==> src/design/uifc_pkg.sv <==
/*
 * Package of the serial-port interrupt and FIFO control block: register
 * indices, field positions, identifier codes and the bus and datapath carriers.
 * Assumes a 32-bit classic Wishbone bus with register data in byte lane 0.
 */
package uifc_pkg;

    // ------------------------------------------------------------------
    // Register indices (byte address is four times the index)
    // ------------------------------------------------------------------
    localparam logic [2:0] IDX_DATA       = 3'h0;
    localparam logic [2:0] IDX_IRQ_ENABLE = 3'h1;
    localparam logic [2:0] IDX_FIFO_IDENT = 3'h2;
    localparam logic [2:0] IDX_LINE_CTRL  = 3'h3;
    localparam logic [2:0] IDX_MODEM_CTRL = 3'h4;
    localparam logic [2:0] IDX_LINE_STATE = 3'h5;
    localparam logic [2:0] IDX_MODEM_STAT = 3'h6;

    // ------------------------------------------------------------------
    // Field positions
    // ------------------------------------------------------------------
    localparam int IE_RX_AVAIL   = 0;
    localparam int IE_TX_EMPTY   = 1;
    localparam int IE_LINE_ERR   = 2;
    localparam int IE_MODEM_CHG  = 3;
    localparam int FC_MODE_ON    = 0;
    localparam int FC_RX_FLUSH   = 1;
    localparam int FC_TX_FLUSH   = 2;
    localparam int FC_DMA_SEL    = 3;
    localparam int FC_TRIG_LO    = 6;
    localparam int FC_TRIG_HI    = 7;
    localparam int LC_DIV_ACCESS = 7;
    localparam int MC_OUT2       = 3;

    // ------------------------------------------------------------------
    // Reset values, levels and counts
    // ------------------------------------------------------------------
    localparam logic [3:0] IRQ_EN_RESET  = 4'h0;
    localparam logic [1:0] TRIG_RESET    = 2'h0;
    localparam logic [7:0] DIVISOR_RESET = 8'h00;
    localparam logic [4:0] TRIG_LEVEL_0  = 5'h01;
    localparam logic [4:0] TRIG_LEVEL_1  = 5'h04;
    localparam logic [4:0] TRIG_LEVEL_2  = 5'h08;
    localparam logic [4:0] TRIG_LEVEL_3  = 5'h0E;
    localparam logic [4:0] FIFO_DEPTH    = 5'h10;
    localparam logic [2:0] CHAR_TIMEOUT  = 3'h4;

    // ------------------------------------------------------------------
    // Identifier codes, bits 3 to 0
    // ------------------------------------------------------------------
    localparam logic [3:0] IID_NONE    = 4'h1;
    localparam logic [3:0] IID_LINE    = 4'h6;
    localparam logic [3:0] IID_RX_DATA = 4'h4;
    localparam logic [3:0] IID_TIMEOUT = 4'hC;
    localparam logic [3:0] IID_TX_EMPT = 4'h2;
    localparam logic [3:0] IID_MODEM   = 4'h0;

    // ------------------------------------------------------------------
    // Carriers
    // ------------------------------------------------------------------
    typedef struct packed {
        logic        cyc;
        logic        stb;
        logic        we;
        logic [4:2]  adr;
        logic [3:0]  sel;
        logic [31:0] dat;
    } uifc_wb_req_type;

    typedef struct packed {
        logic        ack;
        logic [31:0] dat;
    } uifc_wb_rsp_type;

    typedef struct packed {
        logic [4:0] rxCount;
        logic [4:0] txCount;
        logic       rxDataReady;
        logic       txHoldingEmpty;
        logic [3:0] lineErr;
        logic [3:0] modemDelta;
        logic       charTick;
        logic       rxActivity;
        logic [7:0] rxData;
        logic [7:0] lineStateReg;
        logic [7:0] modemStateReg;
    } uifc_stat_type;

    typedef struct packed {
        logic        rxFlush;
        logic        txFlush;
        logic        rxRead;
        logic        txWrite;
        logic        lineRead;
        logic        modemRead;
        logic [7:0]  txData;
        logic [15:0] divisor;
    } uifc_ctl_type;

endpackage : uifc_pkg

==> src/design/uifc_core.sv <==
/*
 * Interrupt enable, FIFO control and interrupt identification of a serial
 * port, with a classic Wishbone register slave and the DMA request pins.
 * Assumes the receive/transmit datapath runs on the same clock and reports
 * FIFO counts, status bits and a one-cycle pulse per character time.
 */
// Design decision made here: register access over Wishbone.
`timescale 1ns/100ps

module uifc_core
    import uifc_pkg::*;
(
    // Clock and reset
    input  wire logic            clock,
    input  wire logic            rst_b,
    // Register bus
    input  wire uifc_wb_req_type wbReq,
    output uifc_wb_rsp_type      wbRsp,
    // Datapath status and control
    input  wire uifc_stat_type   stat,
    output uifc_ctl_type         ctl,
    // Pins
    output logic                 hostIrqOut,
    output logic                 hostIrqOutEn_b,
    output logic                 rxDmaRequest,
    output logic                 txDmaRequest
);

    // ------------------------------------------------------------------
    // State
    // ------------------------------------------------------------------
    typedef struct packed {
        logic         ack;
        logic [7:0]   rdData;
        logic [3:0]   irqEn;
        logic         fifoModeOn;
        logic         dmaSel;
        logic [1:0]   trigSel;
        logic         divAccessSel;
        logic         out2;
        logic [15:0]  divisor;
        logic         lineIrq;
        logic         txIrq;
        logic         timeoutIrq;
        logic [2:0]   tickCnt;
        logic [3:0]   prevErr;
        logic         prevEmpty;
        logic         irqOut;
        logic         irqOutEn_b;
        logic         rxReq;
        logic         txReq;
        uifc_ctl_type ctl;
    } uifc_state_type;

    uifc_state_type st_q;
    uifc_state_type st_d;

    logic       access;
    logic       isRead;
    logic       isWrite;
    logic       lane0;
    logic [7:0] wrByte;
    logic [4:0] trigLevel;
    logic       rxAboveTrig;
    logic       linePend;
    logic       rxPend;
    logic       timeoutPend;
    logic       txPend;
    logic       modemPend;
    logic       anyPend;
    logic [3:0] iid;

    // ------------------------------------------------------------------
    // Bus decode and identifier
    // ------------------------------------------------------------------
    assign access  = wbReq.cyc & wbReq.stb & ~st_q.ack;
    assign isRead  = access & ~wbReq.we;
    assign lane0   = wbReq.sel[0];
    assign isWrite = access & wbReq.we & lane0;
    assign wrByte  = wbReq.dat[7:0];

    always_comb begin
        unique case (st_q.trigSel)
            2'b00: trigLevel = TRIG_LEVEL_0;
            2'b01: trigLevel = TRIG_LEVEL_1;
            2'b10: trigLevel = TRIG_LEVEL_2;
            2'b11: trigLevel = TRIG_LEVEL_3;
        endcase
    end

    assign rxAboveTrig = stat.rxCount >= trigLevel;

    // Pending terms are gated by their enables
    assign linePend    = st_q.irqEn[IE_LINE_ERR] & st_q.lineIrq;
    assign rxPend      = st_q.irqEn[IE_RX_AVAIL]
                         & (st_q.fifoModeOn ? rxAboveTrig : stat.rxDataReady);
    assign timeoutPend = st_q.irqEn[IE_RX_AVAIL] & st_q.fifoModeOn
                         & st_q.timeoutIrq;
    assign txPend      = st_q.irqEn[IE_TX_EMPTY] & st_q.txIrq;
    assign modemPend   = st_q.irqEn[IE_MODEM_CHG] & (|stat.modemDelta);
    assign anyPend     = linePend | rxPend | timeoutPend | txPend | modemPend;

    always_comb begin
        if (linePend) begin
            iid = IID_LINE;
        end else if (rxPend) begin
            iid = IID_RX_DATA;
        end else if (timeoutPend) begin
            iid = IID_TIMEOUT;
        end else if (txPend) begin
            iid = IID_TX_EMPT;
        end else if (modemPend) begin
            iid = IID_MODEM;
        end else begin
            iid = IID_NONE;
        end
    end

    // ------------------------------------------------------------------
    // Next state
    // ------------------------------------------------------------------
    always_comb begin
        st_d             = st_q;
        st_d.ack         = access;
        st_d.ctl.rxFlush = 1'b0;
        st_d.ctl.txFlush = 1'b0;
        st_d.ctl.rxRead  = 1'b0;
        st_d.ctl.txWrite = 1'b0;
        st_d.ctl.lineRead  = 1'b0;
        st_d.ctl.modemRead = 1'b0;
        st_d.prevErr     = stat.lineErr;
        st_d.prevEmpty   = stat.txHoldingEmpty;

        // Read data is captured once, so the identifier cannot move mid access
        if (isRead) begin
            unique case (wbReq.adr)
                IDX_DATA: begin
                    st_d.rdData     = st_q.divAccessSel ? st_q.divisor[7:0]
                                                        : stat.rxData;
                    st_d.ctl.rxRead = ~st_q.divAccessSel;
                end
                IDX_IRQ_ENABLE: begin
                    st_d.rdData = st_q.divAccessSel ? st_q.divisor[15:8]
                                                    : {4'h0, st_q.irqEn};
                end
                IDX_FIFO_IDENT: begin
                    st_d.rdData = {st_q.fifoModeOn, st_q.fifoModeOn,
                                   2'b00, iid};
                end
                IDX_LINE_CTRL: begin
                    st_d.rdData = {st_q.divAccessSel, 7'h00};
                end
                IDX_MODEM_CTRL: begin
                    st_d.rdData = {4'h0, st_q.out2, 3'h0};
                end
                IDX_LINE_STATE: begin
                    st_d.rdData       = stat.lineStateReg;
                    st_d.ctl.lineRead = 1'b1;
                end
                IDX_MODEM_STAT: begin
                    st_d.rdData        = stat.modemStateReg;
                    st_d.ctl.modemRead = 1'b1;
                end
                default: begin
                    st_d.rdData = 8'h00;
                end
            endcase
        end

        if (isWrite) begin
            unique case (wbReq.adr)
                IDX_DATA: begin
                    if (st_q.divAccessSel) begin
                        st_d.divisor[7:0] = wrByte;
                    end else begin
                        st_d.ctl.txWrite = 1'b1;
                        st_d.ctl.txData  = wrByte;
                    end
                end
                IDX_IRQ_ENABLE: begin
                    if (st_q.divAccessSel) begin
                        st_d.divisor[15:8] = wrByte;
                    end else begin
                        st_d.irqEn = wrByte[3:0];
                    end
                end
                IDX_FIFO_IDENT: begin
                    st_d.fifoModeOn = wrByte[FC_MODE_ON];
                    if (wrByte[FC_MODE_ON]) begin
                        st_d.trigSel     = wrByte[FC_TRIG_HI:FC_TRIG_LO];
                        st_d.dmaSel      = wrByte[FC_DMA_SEL];
                        st_d.ctl.rxFlush = wrByte[FC_RX_FLUSH];
                        st_d.ctl.txFlush = wrByte[FC_TX_FLUSH];
                    end else begin
                        st_d.ctl.rxFlush = 1'b1;
                        st_d.ctl.txFlush = 1'b1;
                    end
                end
                IDX_LINE_CTRL: begin
                    st_d.divAccessSel = wrByte[LC_DIV_ACCESS];
                end
                IDX_MODEM_CTRL: begin
                    st_d.out2 = wrByte[MC_OUT2];
                end
                default: begin
                end
            endcase
        end

        // Line error interrupt: set on any change while enabled, cleared by status read
        if (isRead && wbReq.adr == IDX_LINE_STATE) begin
            st_d.lineIrq = 1'b0;
        end
        if (st_q.irqEn[IE_LINE_ERR] && stat.lineErr != st_q.prevErr) begin
            st_d.lineIrq = 1'b1;
        end

        // Transmit empty interrupt: cleared by an identifier read that shows it, or by a data write
        if ((isRead && wbReq.adr == IDX_FIFO_IDENT && iid == IID_TX_EMPT)
            || (isWrite && wbReq.adr == IDX_DATA && !st_q.divAccessSel)) begin
            st_d.txIrq = 1'b0;
        end
        if (st_q.irqEn[IE_TX_EMPTY] && stat.txHoldingEmpty
            && (!st_q.prevEmpty || !st_q.txIrq && isWrite
                && wbReq.adr == IDX_IRQ_ENABLE && !st_q.irqEn[IE_TX_EMPTY])) begin
            st_d.txIrq = 1'b1;
        end
        if (isWrite && wbReq.adr == IDX_IRQ_ENABLE && !st_q.divAccessSel
            && wrByte[IE_TX_EMPTY] && !st_q.irqEn[IE_TX_EMPTY]
            && stat.txHoldingEmpty) begin
            st_d.txIrq = 1'b1;
        end

        // Character timeout: count idle character times with data waiting
        if (!st_q.fifoModeOn || stat.rxCount == 5'h00 || stat.rxActivity
            || st_d.ctl.rxRead) begin
            st_d.tickCnt = 3'h0;
        end else if (stat.charTick && st_q.tickCnt != CHAR_TIMEOUT) begin
            st_d.tickCnt = st_q.tickCnt + 3'h1;
        end
        if (st_d.ctl.rxRead || !st_q.fifoModeOn) begin
            st_d.timeoutIrq = 1'b0;
        end
        if (st_q.fifoModeOn && st_q.tickCnt == CHAR_TIMEOUT
            && stat.rxCount != 5'h00 && !stat.rxActivity && !st_d.ctl.rxRead) begin
            st_d.timeoutIrq = 1'b1;
        end

        // Host interrupt pin, released while output two is low
        st_d.irqOut     = anyPend;
        st_d.irqOutEn_b = ~st_q.out2;

        // DMA request pins
        if (st_q.fifoModeOn && st_q.dmaSel) begin
            if (rxAboveTrig || st_q.timeoutIrq) begin
                st_d.rxReq = 1'b1;
            end else if (stat.rxCount == 5'h00) begin
                st_d.rxReq = 1'b0;
            end
            st_d.txReq = stat.txCount != FIFO_DEPTH;
        end else if (st_q.fifoModeOn) begin
            st_d.rxReq = stat.rxCount != 5'h00;
            st_d.txReq = stat.txCount == 5'h00;
        end else begin
            st_d.rxReq = stat.rxDataReady;
            st_d.txReq = stat.txHoldingEmpty;
        end
        st_d.ctl.divisor = st_d.divisor;
    end

    // ------------------------------------------------------------------
    // Registers
    // ------------------------------------------------------------------
    always_ff @(posedge clock or negedge rst_b) begin
        if (!rst_b) begin
            st_q            <= '0;
            st_q.irqEn      <= IRQ_EN_RESET;
            st_q.trigSel    <= TRIG_RESET;
            st_q.divisor    <= {DIVISOR_RESET, DIVISOR_RESET};
            st_q.ctl.divisor <= {DIVISOR_RESET, DIVISOR_RESET};
            st_q.irqOutEn_b <= 1'b1;
        end else begin
            st_q <= st_d;
        end
    end

    assign wbRsp.ack      = st_q.ack;
    assign wbRsp.dat      = {24'h000000, st_q.rdData};
    assign ctl            = st_q.ctl;
    assign hostIrqOut     = st_q.irqOut;
    assign hostIrqOutEn_b = st_q.irqOutEn_b;
    assign rxDmaRequest   = st_q.rxReq;
    assign txDmaRequest   = st_q.txReq;
endmodule : uifc_core

==> config.mk <==
export PLATFORM = sky130hd
export DESIGN_NAME = uifc_core
export DESIGN_NICKNAME = d
export VERILOG_FILES = /design/src/design/uifc_pkg.sv /design/src/design/uifc_core.sv
export SDC_FILE = /design/constraint.sdc
export NUM_CORES = 1
export LEC_CHECK = 0
export ABC_AREA = 1
export BUFFER_PORTS_ARGS = -buffer_cell sky130_fd_sc_hd__buf_2
export CAP_MARGIN = 20
export CORE_UTILIZATION = 35
export CTS_CLUSTER_SIZE = 20
export DETAILED_ROUTE_END_ITERATION = 8
export GPL_TIMING_DRIVEN = 0
export HOLD_SLACK_MARGIN = 0.06
export PLACE_DENSITY = 0.61
export RECOVER_POWER = 100
export SETUP_SLACK_MARGIN = 0.02
export SYNTH_ARGS = -nofsm -noshare
export SYNTH_HDL_FRONTEND = slang
export SYNTH_SLANG_ARGS = --single-unit
==> constraint.sdc <==
create_clock -name clock -period 2.21 [get_ports clock]
set_input_delay 0.3315 -clock clock [delete_from_list [all_inputs] [get_ports clock]]
set_output_delay 0.3315 -clock clock [all_outputs]
set_load 0.05 [all_outputs]
* Word level (Yosys, flattened, before mapping) *
Cells that the tools add are included.

operators by class
  add/sub/neg operators = 1
  $lt $le $gt $ge = 1
  eq/ne operators = 15
  mux-type cells = 34
  bitwise operators = 19
  reductions and logical operators = 54

operators by type and width
  cell                                                  count
  case mux 8 bit (7 select lines)                       1
  logical AND 1 bit                                     22
  case mux 5 bit (4 select lines)                       1
  two-way mux 1 bit                                     18
  two-way mux 8 bit                                     2
  AND reduction 3 bit                                   5
  two-way mux 2 bit                                     7
  equality test 3 bit (second input constant)           4
  two-way mux 4 bit                                     3
  bitwise AND 1 bit                                     11
  zero test 5 bit                                       2
  zero test 1 bit                                       7
  logical OR 1 bit                                      7
  equality test 3 x 2 -> 1 bit (second input constant)  2
  two-way mux 3 bit                                     2
  AND reduction 2 bit                                   3
  nonzero test 2 bit                                    3
  >= comparator 5 bit                                   1
  != test 5 bit (second input constant)                 1
  nonzero test 5 bit                                    1
  equality test 2 bit (second input constant)           2
  equality test 4 x 2 -> 1 bit (second input constant)  1
  != test 4 bit                                         1
  NOT 1 bit                                             4
  other kinds (10)                                      13

storage, ports and cells
  register bits = 64
  bits of input ports = 90
  output and inout bits = 67
  logic and storage cells = 151

* Longest topological paths before layout *
Gate-level depths: netlist of run 1.

  depth in word-level cells = 13
  depth in mapped cells = 13
  mapped depth without buffers = 13

* Worst setup path after synthesis of run 1 *
OpenSTA, ideal clock, no wires.

  path type = register to register
  start point = register st_q[64] (netlist bit)
  end point = register st_q (netlist bit wbRsp[0])
  library setup time = 66 ps
  arrival = 1442 ps
  required time = 2144 ps
  slack = 702 ps
  stages on the path, launching flop included = 12
  buffers on the path = 0
  cell sequence = dfrtp_1 inv_1 ha_1 nand2_1 nor2_1 nor2_1 nand2_1 a21boi_0 nand4_1 nand2_1 nand2_1 nand2_1

between the ends
  cells in the longest elaborated chain, start to end = 8
  elaborated cells on any way between the ends = 11
  those cells by class = 1 x order compare; 3 x eq/ne; 5 x mux; 1 x bitwise; 1 x reduce/logical

RTL lines
  element                                      RTL line          source
  from (decl)                                  uifc_core.sv:55   uifc_state_type st_q;
  from (signal assigned)                       uifc_core.sv:283  st_q <= st_d;
  equality test 2 bit (tied with other cells)  uifc_core.sv:83   unique case (st_q.trigSel)
  case mux 5 bit (4 select lines) *            uifc_core.sv:83
  >= comparator 5 bit *                        uifc_core.sv:91   assign rxAboveTrig = stat.rxCount >= trigLevel;
  two-way mux 1 bit *                          uifc_core.sv:96   & (st_q.fifoModeOn ? rxAboveTrig : stat.rxDataReady);
  bitwise AND 1 bit *                          uifc_core.sv:96
  two-way mux 4 bit *                          uifc_core.sv:106  end else if (rxPend) begin
  two-way mux 4 bit *                          uifc_core.sv:104  if (linePend) begin
  case mux 8 bit (7 select lines) *            uifc_core.sv:136  unique case (wbReq.adr)

Mark *: on every way between the ends. The rest lies on a longest branch, timed or not. The select of a mux whose other input is x is not followed.
A chain may end at the register's enable or synchronous reset.

* Worst setup path in the final report of run 1 *
  start point = register st_q (netlist bit wbRsp[32])
  end point = register, netlist name ctl[22]

between the ends
  cells in the longest elaborated chain, start to end = 5

RTL lines
  element                               RTL line         source
  NOT 1 bit                             uifc_core.sv:76  assign access = wbReq.cyc & wbReq.stb & ~st_q.ack;
  bitwise AND 1 bit                     uifc_core.sv:76
  net access                            uifc_core.sv:58  logic access;
  bitwise AND 1 bit (2 in a row)        uifc_core.sv:79  assign isWrite = access & wbReq.we & lane0;
  AND reduction 3 bit (no source line)  -

The timed path passes the listed nets, and every way through them passes these cells.

==> results of run 1 <==
per-stage QoR:
| stage | hold WS (ps) | cells |
|---|---|---|
| 5_1_grt | 108 | 734 |
| 2_1_floorplan | 35.9 | 475 |
| 6_report | 119 | 734 |
| 4_1_cts | 101 | 734 |
| 3_5_place_dp | 353 | 717 |
| 3_3_place_gp | 370 | 716 |
synth_stat cells, types with 6 or more instances:
library cell	n	area, µm²
dfrtp_1	63	1580
o21ai_2	8	70.1
inv_1	31	116
o21ai_0	27	135
ha_1	6	75.1
buf_4	66	495
nand2_1	138	518
nor2_1	24	90.1
inv_2	13	48.8
o21ai_1	7	35.0
nand3_1	12	60.1
a21oi_1	13	65.1
logic make-up after synthesis:
| group | count (synthesis) | synth area share (%) |
|---|---|---|
| adder cells (fa/ha/maj) | 6 | 2.03 |
| AND/OR/NAND/NOR | 198 | 24.2 |
| other | 1 | 0.101 |
| buffers and inverters | 114 | 18.9 |
| flip-flops | 64 | 43.4 |
| XOR/XNOR | 4 | 0.948 |
| multiplexers | 2 | 0.575 |
| AO/OA/AOI/OAI | 63 | 9.95 |
layer usage:
layer | vias to the layer above | track usage, % | wire [µm]
met2 | 96 | 29.0 | 4280
li1 | 1635 | - | -
met3 | 11 | 3.81 | 442
met1 | 1435 | 21.6 | 4180
met4 | 0 | 6.34 | 123
met5 | - | 0 | 0
critical path, cell delays in order (launching register included):
cell and delay, ps:
dfrtp_1 380, nor2_1 180, nand3_1 260, nor2_1 330
inv_1 220, buf_6 190, nand2_1 50, o21ai_0 70
where the power goes:
group | switching, µW | internal (µW)
Combinational | 561 | 250
Sequential | 56.1 | 1260
Clock | 481 | 750
Total | 1100 | 2260
area by class of cell:
| type | count | share of cell area, % |
|---|---|---|
| timing repair buffer | 107 | 10.8 |
| clock inverter | 7 | 2.61 |
| tap | 136 | 3.70 |
| buffer | 70 | 11.3 |
| clock buffer | 9 | 2.70 |
| sequential | 64 | 34.9 |
| multi-input combinational | 297 | 30.5 |
| inverter | 44 | 3.59 |
sequential cells by signal, summed over array words and instances, names as in the netlist:
name / count
rxDmaRequest: 1
txDmaRequest: 1
hostIrqOutEn_b: 1
hostIrqOut: 1
st_q: 21
ctl: 30
wbRsp: 9
repair_timing:
item / 4_1_cts / 5_1_grt
setup endpoints to repair: 0 / 0
hold endpoints to repair: 23 / 0
hold buffers: 1 / 0
gates resized for setup: 0 / 0
buffers inserted: 0 / 0
worst paths after layout:
kind	to	slack (ps)	startpoint	cells after the start
max in group asynchronous	hostIrqOutEn_b$_DFF_PN1_	480	rst_b	3
worst max-delay path	ctl[22]$_DFFE_PN0P_	410	wbRsp[32]$_DFF_PN0_	7
worst min-delay path	st_q[37]$_DFF_PN0_	120	stat[32]	1
worst max register to register	ctl[22]$_DFFE_PN0P_	410	wbRsp[32]$_DFF_PN0_	7
min in group asynchronous	st_q[35]$_DFF_PN0_	810	rst_b	2
worst min register to register	hostIrqOutEn_b$_DFF_PN1_	390	st_q[61]$_DFFE_PN0P_	1
==> results.yml, run 1 <==
layout:
  stdcell_area_um2: 4600
  layout.nets: 689
  drive_gt1_share_pct: 27.1
  mostFrequentLayoutCell: "nand2_1"
  diodes: 0
  nFillCells: 1097
  register_area_um2: 1600
  utilization_pct: 44.7
  syn2layout_area_growth_pct: 24.3
  multi_input_area_um2: 1400
  final_cell_mix: "nand2_1 (139), buf_4 (66), dfrtp_1 (63)"
sta:
  fmax_mhz: 556
  clock_skew_ps: 12.3
  slew_viol_final: 0
  worst_slew_pin_slew_ps: 1360
  setup_slack_ps: 412
  maxSlewHeadroom_pct: 9.60
  hold_viol_final: 0
  finalSetupViolCount: 0
  period_share_pct: 81.4
  rsz0062_at_grt: "no"
  min_period_ps: 1800
  tns_ps: 0
placement:
  dpl_cell_area_um2: 4500
  place_ws_ps: 440
  dpl.hpwl_um: 7220
  gp_congestion: 0.848
  io_buffers: 105
grt:
  first_global_vias: 3086
  overflow: 0
  grtUsageTotal_pct: 17.2
  grt_pass1_wl_um: 14700
  antenna_found_initial: 0
  grt_max_degree: 42
die:
  core_area_um2: 10300
  die_h_um: 105
  start_util_pct: 36.0
  num_rows: 37
  die_w_um: 105
  dieArea_um2: 11000
  num_io_pins: 157
worst_setup_path:
  critPathLaunchType: "flop"
  worstPathMaxFanout: 10
  arrival_ps: 2030
  critPathRequiredTime_ps: 2440
  worstSetupPathType: "flop to flop"
  end_kind: "flop"
route:
  dr.pass1.iters: 4
  routed_wl_um: 9020
  drt_iter0_drc: 144
  via_per_inst: 4.33
  ant_nets: 0
  wl_per_cell_um: 12.3
  via_count: 3177
  drc: 0
synthesis:
  yosysWarnings: 0
  netlist_instances: 452
  synth_edf_count: 0
  yosysUniqueCellTypes: 37
  syn_avg_cell_area_um2: 8.18
  ys_seq_area_share_pct: 43.4
  synth_ff_type: "dfrtp_1"
  synth_seq_cells: 64
  syn-cell-area_um2: 3700
  async_reset_ff_share_pct: 100
status:
  status: "finished, final reports clean"
power_and_ir_drop:
  p_leak_uw: 0.00242
  p_per_area_nw_per_um2: 731
  power.total_uw: 3360
  ir_drop_uv: 278
min_path:
  holdCritPathClass: "primary input to flop"
clocking:
  clock_path_buffers: 2
  cts_buffers: 9
  clk_latency_ps: 350
  tritoncts: "done"
  numClockSinks: 64
  htreeDepth: 3
  root_buffer: "clkbuf_8"
  clk_pin_slew_ps: 80
flow_run:
  drv_cap: 0
Note: power is estimated with default switching activity, not from simulation.
==> run 2: changes to the inputs <==
Clock period 2.21 ns to 1.8 ns, I/O delays scaled along.
==> run 2 against run 1 <==
First-iteration DRC count down 16%; global-route usage up 0.12 points; clock skew down 1.4 ps; cell count up 0.95%; register-to-register slack worse by 260 ps; clock-buffer cell count unchanged; sequential share of layout area down 1.0 points; worst setup slack worse by 260 ps; critical endpoint is now st_q[43]$_DFFE_PN0P_; largest cell class unchanged.
==> results.yml, run 2 (synthesis gave the netlist of run 1 again) <==
min_path:
  holdCritPathClass: "primary input to flop"
  whs_path_depth: 2
grt:
  antenna_found_initial: 0
  use_met2_pct: 29.2
  grt_most_used_layer: "met2"
  grtUsageTotal_pct: 17.4
  overflow: 0
  met1_usage_pct: 21.8
  grt_max_degree: 42
  first_global_vias: 3119
  grt_pass1_wl_um: 14800
  use_met3_pct: 3.81
die:
  die_w_um: 105
  dieArea_um2: 11000
  core_area_um2: 10300
  num_rows: 37
  num_io_pins: 157
  die_h_um: 105
  start_util_pct: 36.0
clocking:
  clk_latency_ps: 350
  root_buffer: "clkbuf_8"
  htreeDepth: 3
  cts_buffers: 9
  tritoncts: "done"
  numClockSinks: 64
  clock_path_buffers: 2
  clk_pin_slew_ps: 70
worst_setup_path:
  worstSetupPathType: "flop to flop"
  worstRegToRegCells: 12
  arrival_ps: 1890
  worstPathMaxFanout: 4
  critPathRequiredTime_ps: 2040
  critPathLaunchType: "flop"
  end_kind: "flop"
placement:
  place_ws_ps: 70.7
  dpl.hpwl_um: 7220
  io_buffers: 105
  gp_congestion: 0.848
power_and_ir_drop:
  swShare_pct: 32.8
  ir_drop_uv: 341
  p_per_area_nw_per_um2: 879
  p_seq_share_pct: 39.0
  p_leak_uw: 0.00247
  p_int_uw: 2790
  comb_power_share_pct: 24.6
  power_switching_uw: 1360
  clkPwrFrac_pct: 36.4
sta:
  worst_slew_pin_slew_ps: 621
  hold_viol_final: 0
  finalSetupViolCount: 0
  slew_viol_final: 0
  period_share_pct: 91.3
  rsz0062_at_grt: "yes"
  maxSlewHeadroom_pct: 58.8
  min_period_ps: 1640
  clock_skew_ps: 10.9
  fmax_mhz: 608
  setup_slack_ps: 156
layout:
  layout.nets: 696
  diodes: 0
  drive_gt1_share_pct: 29.6
  register_area_um2: 1600
  syn2layout_area_growth_pct: 28.0
  largest_reg_flops: 30
  mostFrequentLayoutCell: "nand2_1"
  regMostFlops: "ctl"
  final_cell_mix: "nand2_1 (137), buf_4 (68), dfrtp_1 (63)"
  multi_input_area_um2: 1470
  utilization_pct: 46.0
  nFillCells: 1081
status:
  status: "finished, final reports clean"
route:
  dr.pass1.iters: 5
  drc: 0
  via_per_inst: 4.32
  ant_nets: 0
  routed_wl_um: 9130
  wl_per_cell_um: 12.3
  drt_iter0_drc: 121
  via_count: 3198
flow_run:
  drv_cap: 0
## run 2: worst paths after layout
kind                                      start  slack [ps]                  endpoint
hold / removal                         wbReq[0]         150         ctl[29]$_DFF_PN0_
setup reg to reg           st_q[63]$_DFFE_PN0P_         160      st_q[43]$_DFFE_PN0P_
max in group asynchronous                 rst_b         320  hostIrqOutEn_b$_DFF_PN1_
hold reg to reg            st_q[61]$_DFFE_PN0P_         390  hostIrqOutEn_b$_DFF_PN1_
setup / recovery           st_q[63]$_DFFE_PN0P_         160      st_q[43]$_DFFE_PN0P_
min in group asynchronous                 rst_b         450        st_q[35]$_DFF_PN0_
## run 2: metrics by stage
stage	instances	TNS, ps	hold WS [ps]	cell area, µm²	total power (µW)
6_report	741	0	151	4730	4160
5_1_grt	741	-7.43	163	4730	4360
4_1_cts	739	0	149	4800	4220
3_5_place_dp	717	0	292	4500	2690
3_3_place_gp	716	0	370	4480	2670
2_1_floorplan	475	0	-25.6	3780	2420
## run 2: critical path, stage by stage (launching register included)
cell     delay [ps]
dfrtp_1         390
inv_1            60
ha_1            260
nand2_1          90
nor2_1           40
nor2_1          110
nand2_2         100
nand2_2          80
nand4_1         110
nor2_1          130
nand2_1          60
nand2_1          60
nand2_1          40
## run 2: what timing repair did
action,4_1_cts,5_1_grt
gates resized for setup,0,6
hold buffers,6,0
endpoints found under the hold margin,28,0
setup endpoints to repair,0,5
buffers inserted,0,2
## run 2: layer usage
| layer | wire (µm) | vias to the layer above |
|---|---|---|
| li1 | - | 1650 |
| met1 | 4130 | 1441 |
| met2 | 4390 | 94 |
| met3 | 456 | 13 |
| met4 | 157 | 0 |
| met5 | 0 | - |
## run 2: layout make-up
cell class / count / share of cell area, %
clock buffer: 9 / 2.62
clock inverter: 7 / 2.54
timing repair buffer: 114 / 11.6
buffer: 70 / 11.3
inverter: 44 / 3.49
tap: 136 / 3.60
multi-input combinational: 297 / 31.0
sequential: 64 / 33.9
## run 2: power by group through the flow
stage / clock (µW) / combinational [µW] / sequential (µW)
2_1_floorplan: 0 / 735 / 1680
3_3_place_gp: 0 / 1020 / 1650
3_5_place_dp: 0 / 1040 / 1650
4_1_cts: 1540 / 1050 / 1620
5_1_grt: 1610 / 1120 / 1630
6_report: 1510 / 1020 / 1620
==> run 3: changes to the inputs <==
Settings changed: ABC_AREA 1 to 0.
==> run 3 against run 2 <==
The run now ends with setup timing left; clock skew is 0.69 ps lower; clock power is 18% lower; combinational power is 14% higher; worst hold slack worse by 22 ps; utilization is 3.2 points higher; worst setup slack worse by 240 ps; clock-buffer cell count is 1 higher; synthesized area is 2.3% lower; global-route usage is 1.3 points higher; critical path type unchanged.
==> results.yml, run 3 <==
sta:
  finalSetupViolCount: 20
  slew_viol_final: 0
  period_share_pct: 104
  hold_slack_ps: 128
  hold_viol_final: 0
  setup_slack_ps: -80.1
  clock_skew_ps: 10.2
  fmax_mhz: 532
  min_period_ps: 1880
  rsz0062_at_grt: "yes"
  worst_slew_pin_slew_ps: 901
  maxSlewHeadroom_pct: 39.9
grt:
  antenna_found_initial: 0
  overflow: 0
  grt_pass1_wl_um: 15600
  grt_max_degree: 65
  grtUsageTotal_pct: 18.7
  first_global_vias: 3029
layout:
  drive_gt1_share_pct: 42.6
  syn2layout_area_growth_pct: 35.1
  mostFrequentLayoutCell: "buf_4"
  largest_reg_flops: 30
  diodes: 0
  regMostFlops: "ctl"
  utilization_pct: 49.3
  stdcell_area_um2: 4880
  layout.nets: 593
  final-instance-count-excl-fill: 635
  final_cell_mix: "buf_4 (69), dfrtp_1 (62), buf_2 (55)"
placement:
  dpl_cell_area_um2: 4390
  io_buffers: 104
  dpl.hpwl_um: 6890
  placedCellCount: 605
  gp_congestion: 0.800
clocking:
  cts_buffers: 9
  clk_latency_ps: 350
  tritoncts: "done"
  root_buffer: "clkbuf_8"
  numClockSinks: 64
  clk_pin_slew_ps: 70
  clock_path_buffers: 2
  htreeDepth: 3
route:
  dr.pass1.iters: 5
  ant_nets: 0
  drc: 0
  drt_iter0_drc: 170
  via_count: 3006
  wl_per_cell_um: 15.1
  via_per_inst: 4.73
  routed_wl_um: 9580
status:
  violations: "setup timing"
  status: "finished with violations"
synthesis:
  synth_common_cells: "buf_4 (63), dfrtp_1 (63), mux2_2 (37), nand2_1 (21), nor2_1 (16)"
  yosysWarnings: 0
  synth_area_leaders: "dfrtp_1 (44%), buf_4 (13%), mux2_2 (12%)"
  synth_ff_type: "dfrtp_1"
  synth_top_area_cell: "dfrtp_1"
  netlist_instances: 345
  async_reset_ff_share_pct: 100
  netlist.area_leader.share_pct: 43.6
  synth_edf_count: 0
  synth_seq_cells: 64
  syn_avg_cell_area_um2: 10.5
  syn-cell-area_um2: 3610
  ys_seq_area_share_pct: 44.4
  yosysUniqueCellTypes: 52
power_and_ir_drop:
  ir_drop_uv: 418
  p_int_uw: 2640
  clkPwrFrac_pct: 30.6
  p_per_area_nw_per_um2: 829
  p_seq_share_pct: 40.6
  power_switching_uw: 1410
  comb_power_share_pct: 28.8
  swShare_pct: 34.7
  p_leak_uw: 0.00232
  power.total_uw: 4050
worst_setup_path:
  worstRegToRegCells: 5
  end_kind: "flop"
  r2r_start: "wbRsp[32]$_DFF_PN0_"
  cp-endpoint: "ctl[9]$_DFFE_PN0P_"
  critPathRequiredTime_ps: 2030
  worstPathMaxFanout: 8
  startpoint: "wbRsp[32]$_DFF_PN0_"
  reg2reg_setup_slack_ps: -80
  worstSetupPathType: "flop to flop"
  critPathLaunchType: "flop"
  reg2reg_to: "ctl[9]$_DFFE_PN0P_"
  arrival_ps: 2110
die:
  num_io_pins: 157
  core_area_um2: 9910
  num_rows: 36
  start_util_pct: 36.5
  die_w_um: 104
  dieArea_um2: 10700
  die_h_um: 104
flow_run:
  drv_cap: 0
min_path:
  holdCritPathClass: "primary input to flop"
## run 3: cell count changes in the layout (fill, tap and decap cells not counted), moves of 9 or more
| cell | before | now |
|---|---|---|
| nand2_1 | 137 | 20 |
| o21ai_0 | 33 | 9 |
| inv_1 | 32 | 10 |
| mux2_4 | 0 | 19 |
| mux2_2 | 1 | 18 |
| nor2_1 | 26 | 14 |
| inv_2 | 12 | 3 |
## run 3: how the worst min path moves through the flow
stage,cells past startpoint,endpoint,slack (ps),start
final,1,st_q[34]$_DFF_PN0_,130,stat[34]
after global routing,1,st_q[34]$_DFF_PN0_,110,stat[34]
after CTS,1,st_q[34]$_DFF_PN0_,90,stat[34]
after detailed placement,1,st_q[38]$_DFF_PN0_,410,stat[33]
after global placement,1,st_q[38]$_DFF_PN0_,410,stat[33]
after floorplan,0,ctl[0]$_DFFE_PN0P_,-30,rst_b
## run 3: kinds of logic (layout without fill, tap and decap cells)
family	count (synthesis)	after routing	share of synthesized area [%]
compound gates	56	56	10.2
xor+xnor	5	5	1.21
fa+ha+maj	6	6	2.08
buf+inv	89	223	15.9
flops	64	64	44.4
mux	46	46	14.4
other cells	1	24	0.104
simple gates	78	78	11.7
## run 3: critical path: stages, from the launching register on
cell and delay, ps:
dfrtp_2 430, or4_4 600, buf_6 160, nor2_4 120, buf_12 150, mux2_4 300
## run 3: power by group through the flow
stage | clock network (µW) | logic (µW) | registers, µW
floorplan | 0 | 786 | 1690
global placement | 0 | 1080 | 1660
detailed placement | 0 | 1090 | 1670
CTS | 1260 | 1160 | 1640
global route | 1350 | 1240 | 1660
finish | 1240 | 1160 | 1640
## run 3: metal layers
metal / track usage, % / routed length [µm]
met4: 6.21 / 128
met5: 0 / 0
met3: 3.78 / 477
met2: 30.9 / 4610
met1: 24.4 / 4370
## run 3: final cells by class
class                      count  area [µm²]
clock buffer                  10         138
timing repair buffer         120         628
fill                        1006        5030
sequential                    64        1600
buffer                        74         527
inverter                      13        48.8
multi-input combinational    215        1710
clock inverter                 6        58.8
tap                          133         166
## run 3: stage by stage
step,worst slack (ps),setup TNS (ps)
after floorplan,-121,-1080
after global placement,-478,-11460
after detailed placement,-526,-12570
after CTS,-153,-2060
after global routing,-123,-2210
final,-80.1,-1340
## run 3: what timing repair did
item	4_1_cts	5_1_grt
hold endpoints to repair	52	0
cloned	0	0
pin swaps	10	13
buffers inserted	10	1
endpoints found under the setup margin	42	38
hold buffers	5	0
resized for setup	40	22
